<file path="src/rtl/sps_pkg.sv">
/*
  Constants and types for the stepper phase sequencer.
  Assumes a single 100 MHz core clock.
*/
package sps_pkg;

  // ---------------------------------------------------------------
  // timing
  // ---------------------------------------------------------------
  localparam int unsigned CLK_PERIOD_PS   = 10000;
  // hold time per farad of timing capacitance, in ms
  localparam longint      HOLD_MS_PER_F   = 64'hB2D05E00;
  // default timing capacitance in picofarads (0.1 uF)
  localparam longint      TIMING_CAP_PF   = 64'h186A0;
  // hold in us = HOLD_MS_PER_F * cap_pf * 1e-9
  localparam longint      HOLD_TIME_US    = (HOLD_MS_PER_F * TIMING_CAP_PF) / 64'h3B9ACA00;
  localparam longint      HOLD_CYCLES_L   = (HOLD_TIME_US * 64'hF4240) / CLK_PERIOD_PS;
  localparam int unsigned HOLD_CYCLES     = (HOLD_CYCLES_L < 1) ? 1 : int'(HOLD_CYCLES_L);
  localparam int unsigned HOLD_W          = 32;

  // ---------------------------------------------------------------
  // sequencer
  // ---------------------------------------------------------------
  localparam logic [2:0]  IDX_START       = 3'h0;
  localparam logic [2:0]  IDX_HALF_STEP   = 3'h1;
  localparam logic [2:0]  IDX_FULL_STEP   = 3'h2;

  typedef struct packed {
    logic phase1_polarity;
    logic phase2_polarity;
    logic phase1_disable;
    logic phase2_disable;
  } sps_phase_s;

  localparam sps_phase_s PHASE_START = 4'h0;

  typedef struct packed {
    logic step;
    logic direction;
    logic half_full_select;
  } sps_in_s;

  // idle level of the inputs, so no false edge follows reset
  localparam sps_in_s IN_IDLE = 3'h7;

  typedef enum logic {SPS_IDLE, SPS_HOLD} sps_hold_e;

endpackage

</file>
<file path="src/rtl/sps_sequencer.sv">
/*
  Step/direction translator with retriggerable current-reduce timer.
  Assumes step, direction and mode asynchronous, and reset_n synchronous, to core_clk.
*/
`timescale 1ns/1ps
module sps_sequencer
  import sps_pkg::*;
#(
  parameter int unsigned HOLD_COUNT = HOLD_CYCLES
)(
  input  wire logic       core_clk,
  input  wire logic       rst,
  input  wire logic       reset_n,
  input  wire logic       step,
  input  wire logic       direction,
  input  wire logic       half_full_select,
  output logic            phase1_polarity,
  output logic            phase2_polarity,
  output logic            phase1_disable,
  output logic            phase2_disable,
  output logic            origin_flag,
  output logic            current_reduce_out
);

  // ---------------------------------------------------------------
  // input synchronisers and edge detect
  // ---------------------------------------------------------------
  sps_in_s    sync1_q;
  sps_in_s    sync2_q;
  logic       step_prev_q;
  logic       step_fall;

  always_ff @(posedge core_clk or posedge rst)
  begin
    if (rst)
    begin
      sync1_q     <= IN_IDLE;
      sync2_q     <= IN_IDLE;
      step_prev_q <= IN_IDLE.step;
    end
    else
    begin
      sync1_q     <= {step, direction, half_full_select};
      sync2_q     <= sync1_q;
      step_prev_q <= sync2_q.step;
    end
  end

  assign step_fall = step_prev_q & ~sync2_q.step & reset_n;

  // ---------------------------------------------------------------
  // phase decode
  // ---------------------------------------------------------------
  // even index: both windings on; odd: one disabled (half step)
  function automatic sps_phase_s decode(input logic [2:0] idx);
    sps_phase_s p;
    p.phase1_polarity = idx[2] ^ idx[1];
    p.phase2_polarity = idx[2];
    p.phase1_disable  = idx[0] & ~idx[1];
    p.phase2_disable  = idx[0] & idx[1];
    return p;
  endfunction

  // ---------------------------------------------------------------
  // sequencer index
  // ---------------------------------------------------------------
  logic [2:0] idx_q;
  logic [2:0] idx_d;
  sps_phase_s phase_q;
  sps_phase_s phase_d;
  logic       origin_q;
  logic       origin_d;

  always_comb
  begin
    idx_d = idx_q;
    if (!reset_n)
      idx_d = IDX_START;
    else if (step_fall)
    begin
      if (sync2_q.half_full_select)
        idx_d = sync2_q.direction ? idx_q + IDX_FULL_STEP : idx_q - IDX_FULL_STEP;
      else
        idx_d = sync2_q.direction ? idx_q + IDX_HALF_STEP : idx_q - IDX_HALF_STEP;
    end
    phase_d  = decode(idx_d);
    origin_d = (idx_d != IDX_START);
  end

  always_ff @(posedge core_clk or posedge rst)
  begin
    if (rst)
    begin
      idx_q    <= IDX_START;
      phase_q  <= PHASE_START;
      origin_q <= 1'h0;
    end
    else
    begin
      idx_q    <= idx_d;
      phase_q  <= phase_d;
      origin_q <= origin_d;
    end
  end

  // ---------------------------------------------------------------
  // current-reduce hold timer
  // ---------------------------------------------------------------
  sps_hold_e         hold_q;
  sps_hold_e         hold_d;
  logic [HOLD_W-1:0] cnt_q;
  logic [HOLD_W-1:0] cnt_d;
  logic              cro_q;
  logic              cro_d;

  always_comb
  begin
    hold_d = hold_q;
    cnt_d  = cnt_q;
    if (step_fall)
    begin
      hold_d = SPS_HOLD;
      cnt_d  = HOLD_W'(HOLD_COUNT);
    end
    else
    begin
      unique case (hold_q)
        SPS_IDLE: cnt_d = '0;
        SPS_HOLD:
        begin
          cnt_d = cnt_q - HOLD_W'(1);
          if (cnt_q == HOLD_W'(1))
            hold_d = SPS_IDLE;
        end
      endcase
    end
    // output flop mirrors the hold state
    cro_d = (hold_d == SPS_HOLD);
  end

  always_ff @(posedge core_clk or posedge rst)
  begin
    if (rst)
    begin
      hold_q <= SPS_IDLE;
      cnt_q  <= '0;
      cro_q  <= 1'h0;
    end
    else
    begin
      hold_q <= hold_d;
      cnt_q  <= cnt_d;
      cro_q  <= cro_d;
    end
  end

  assign phase1_polarity    = phase_q.phase1_polarity;
  assign phase2_polarity    = phase_q.phase2_polarity;
  assign phase1_disable     = phase_q.phase1_disable;
  assign phase2_disable     = phase_q.phase2_disable;
  assign origin_flag        = origin_q;
  assign current_reduce_out = cro_q;
endmodule

</file>
<file path="config.mk">
export PLATFORM = sky130hd
export DESIGN_NAME = sps_sequencer
export DESIGN_NICKNAME = d
export VERILOG_FILES = /design/src/rtl/sps_pkg.sv /design/src/rtl/sps_sequencer.sv
export SDC_FILE = /design/constraint.sdc
export NUM_CORES = 1
export LEC_CHECK = 0
export ABC_AREA = 1
export BUFFER_PORTS_ARGS = -buffer_cell sky130_fd_sc_hd__buf_2
export CAP_MARGIN = 10
export CORE_MARGIN = 4
export CORE_UTILIZATION = 60
export DETAILED_ROUTE_END_ITERATION = 10
export GPL_TIMING_DRIVEN = 1
export PLACE_DENSITY = 0.78
export SYNTH_ARGS = -nofsm -noshare
export SYNTH_HDL_FRONTEND = slang
export SYNTH_SLANG_ARGS = --single-unit
export TNS_END_PERCENT = 100
</file>
<file path="constraint.sdc">
create_clock -name core_clk -period 2 [get_ports core_clk]
set_input_delay 0 -clock core_clk [delete_from_list [all_inputs] [get_ports core_clk]]
set_output_delay 0 -clock core_clk [all_outputs]
set_load 0.05 [all_outputs]
</file>
==> results.cfg <==
[run_status]
status = completed

[worst_setup_path]
cp_data_arrival_time_ns = 1.92
r2r-end = cnt_q[26]
r2r_cells = 9
path_max_fanout = 7
crit_path_cell_trace = inv_1 -> ha_1 -> nand2_1 -> nor2_2 -> nand3_2 -> nor2_1 -> nand3_1 -> nor2_1 -> nor2_1
path_buf_inv = 1
ff2ff_setup_slack_ns = 0.28
cp-end-kind = register
crit_family = simple AND/OR/NAND/NOR gates
r2r-start = cnt_q[0]
worst_path_max_delay_cell = dfrtp_1
cp.required_ns = 2.20
cpPeakStageDelay_ns = 0.40
critical_path_class = reg -> reg
cp-start-kind = register
cp_common_cell = nor2_1

[global_route]
grt_most_used_layer = met2
antenna_found_initial = 0
grt_pass1_wl_um = 9730
grt_pass1_vias = 2118
grtUsageTotal_pct = 24.0
grt_util_met3_pct = 4.10
overflow = 0
grt_max_degree = 48
use_met2_pct = 38.4
met1_usage_pct = 32.2

[clock_tree]
cts_max_path_buffers = 2
numCtsBuffers = 5
ctsResizeCount = 0
htree_levels = 2
clock-sinks = 47
ctsRootBufferMaster = clkbuf_8
clk_pin_slew_worst_paths_ns = 0.08
cts_tree = built
clock_latency_ns = 0.31

[routing]
detail-route-antenna-nets = 0
firstDrtPassIters = 4
vias = 2179
wirelength_um = 5520
viasPerCell = 5.18
drc = 0
wl_per_cell_um = 13.1
initialDrtViolationCount = 116

[floorplan]
chipHeight_um = 73.3
rows = 23
coreArea_sq_um = 4060
die_width_um = 73.3
pin_count = 12
die_area_sq_um = 5370
start_util_pct = 63.0

[min_path]
holdPathEnd = sync1_q[1]
hp-class = in -> reg
hold_depth = 2
min_from = direction

[final_layout]
fill_cells = 342
area_growth_pct = 10.8
drive_gt1_share_pct = 11.1
finish.instance_area_sq_um = 2830
multiInputGateArea_sq_um = 1170
antennaDiodeCount = 0
nNetsFinal = 379
seqCellArea_sq_um = 1180

[synthesis]
ys_seq_area_share_pct = 46.3
synthCells = 348
synth-warning-count = 0
synth.ff_latch_count = 47
synth_area_sq_um = 2560
syn_nets = 357
ys_types = 28
syn_area_per_cell_sq_um = 7.35

[timing]
slew_headroom_pct = 61.6
setup_viol = 0
tns_ns = 0
holdWs_ns = 0.342
report.final.slew_viol_count = 0
fin_crit_sh_pct = 85.9
skew_ns = 0.00914
hold_viol_final = 0
setup_ws_ns = 0.282
fmax_ghz = 0.582
worst_pin_slew_ns = 0.576
rsz0062_at_grt = no
min_period_ns = 1.72

[pwr]
p_total_mw = 2.25
switchingPower_mw = 0.696
netSwitchingFraction_pct = 30.9
ir_worst_vdd_uv = 758
internal_power_mw = 1.56
clock_power_share_pct = 30.8
p_comb_share_pct = 18.8
p_per_area_nw_per_um2 = 795
p_leak_nw = 1.42
power_frac_seq_pct = 50.4

[place]
place_ws_ns = 0.289
place_area_sq_um = 2670
gp_congestion = 0.943
io_buffers = 11
dp_hpwl_um = 4110

[job]
max_cap_viol_count = 0
-- sequential cells by signal, summed over array words and instances (netlist names) --
register and cells:
origin_flag 1, phase1_disable 1, cnt_q 32, sync2_q 3, idx_q 3, sync1_q 3
current_reduce_out 1, phase1_polarity 1, step_prev_q 1, phase2_disable 1
-- timing repair --
| action | 4_1_cts | 5_1_grt |
|---|---|---|
| setup buffers | 0 | 0 |
| endpoints found under the hold margin | 44 | 0 |
| hold buffers | 5 | 0 |
-- how the worst max path moves through the flow --
stage,from,to,cells after the start
floorplan,sync2_q[1],phase1_polarity,8
global placement,sync2_q[1],phase1_polarity,8
detailed placement,sync2_q[1],phase1_polarity,8
CTS,cnt_q[0],cnt_q[26],9
global route,cnt_q[0],cnt_q[26],9
finish,cnt_q[0],cnt_q[26],9
-- layer usage --
metal	share of wire, %	vias up
met5	0	-
met4	1.8	0
met3	2.9	9
met2	47	41
met1	48	1004
li1	-	1125
-- cells in the mapped netlist (all sizes together) --
library cell / n / area (sq um)
inv: 49 / 184
nand3: 28 / 145
nand3b: 1 / 7.51
nor4: 1 / 6.26
buf: 2 / 12.5
fa: 1 / 20.0
nor3b: 4 / 30.0
o21bai: 3 / 22.5
dfstp: 7 / 184
or2: 1 / 6.26
nand2: 84 / 328
nand4: 6 / 37.5
nor3: 2 / 10.0
xor2: 4 / 35.0
o21ai: 19 / 95.1
ha: 2 / 25.0
clkbuf: 1 / 3.75
dfrtp: 40 / 1000
nor2: 84 / 359
a21oi: 9 / 45.0
-- cells by family (layout without fill, tap and decap cells) --
family                   count (synthesis)  after routing  synth area share [%]
AO/OA/AOI/OAI                           31             31                  6.36
XOR/XNOR                                 4              4                  1.37
adder cells (fa/ha/maj)                  3              3                  1.76
buffers and inverters                   52             75                  7.83
flip-flops                              47             47                  46.3
AND/OR/NAND/NOR                        211            211                  36.4
-- cell usage in the layout, fill, tap and decap left out, types with 2 or more instances in the layout --
cell type      Yosys  routed
a21oi_1            9       9
buf_2              1      11
buf_4              1       2
clkbuf_8           0       5
dfrtp_1           40      40
dfstp_2            7       7
dlygate4sd3_1      0       5
ha_1               2       2
inv_1             49      48
nand2_1           81      81
nand2_2            2       2
nand3_1           27      27
nand4_1            6       6
nor2_1            76      76
nor2_2             5       5
nor2_4             2       2
nor3_1             2       2
nor3b_1            4       4
o21ai_0           18      18
o21bai_1           3       3
xor2_1             4       4
-- per-stage QoR --
step           util, %  std cells
2_1_floorplan        -        348
3_3_place_gp      65.9        408
3_5_place_dp      65.9        408
4_1_cts           69.8        421
5_1_grt           69.8        421
6_report          69.8        421
-- layout make-up --
cell class / instances / share of cell area [%]
Timing Repair Buffer: 18 / 4.24
Clock buffer: 6 / 2.56
Multi-Input combinational cell: 249 / 41.4
Clock inverter: 2 / 1.32
Inverter: 49 / 6.49
Tap cell: 50 / 2.21
Sequential cell: 47 / 41.8
-- power by group through the flow --
stage / Clock (mW) / Combinational [mW] / Sequential, mW
6_report: 0.694 / 0.425 / 1.14
5_1_grt: 0.736 / 0.489 / 1.15
4_1_cts: 0.710 / 0.431 / 1.13
3_5_place_dp: 0 / 0.422 / 1.15
3_3_place_gp: 0 / 0.405 / 1.15
2_1_floorplan: 0 / 0.316 / 1.15
No activity file was read; power rests on OpenSTA's default activity.
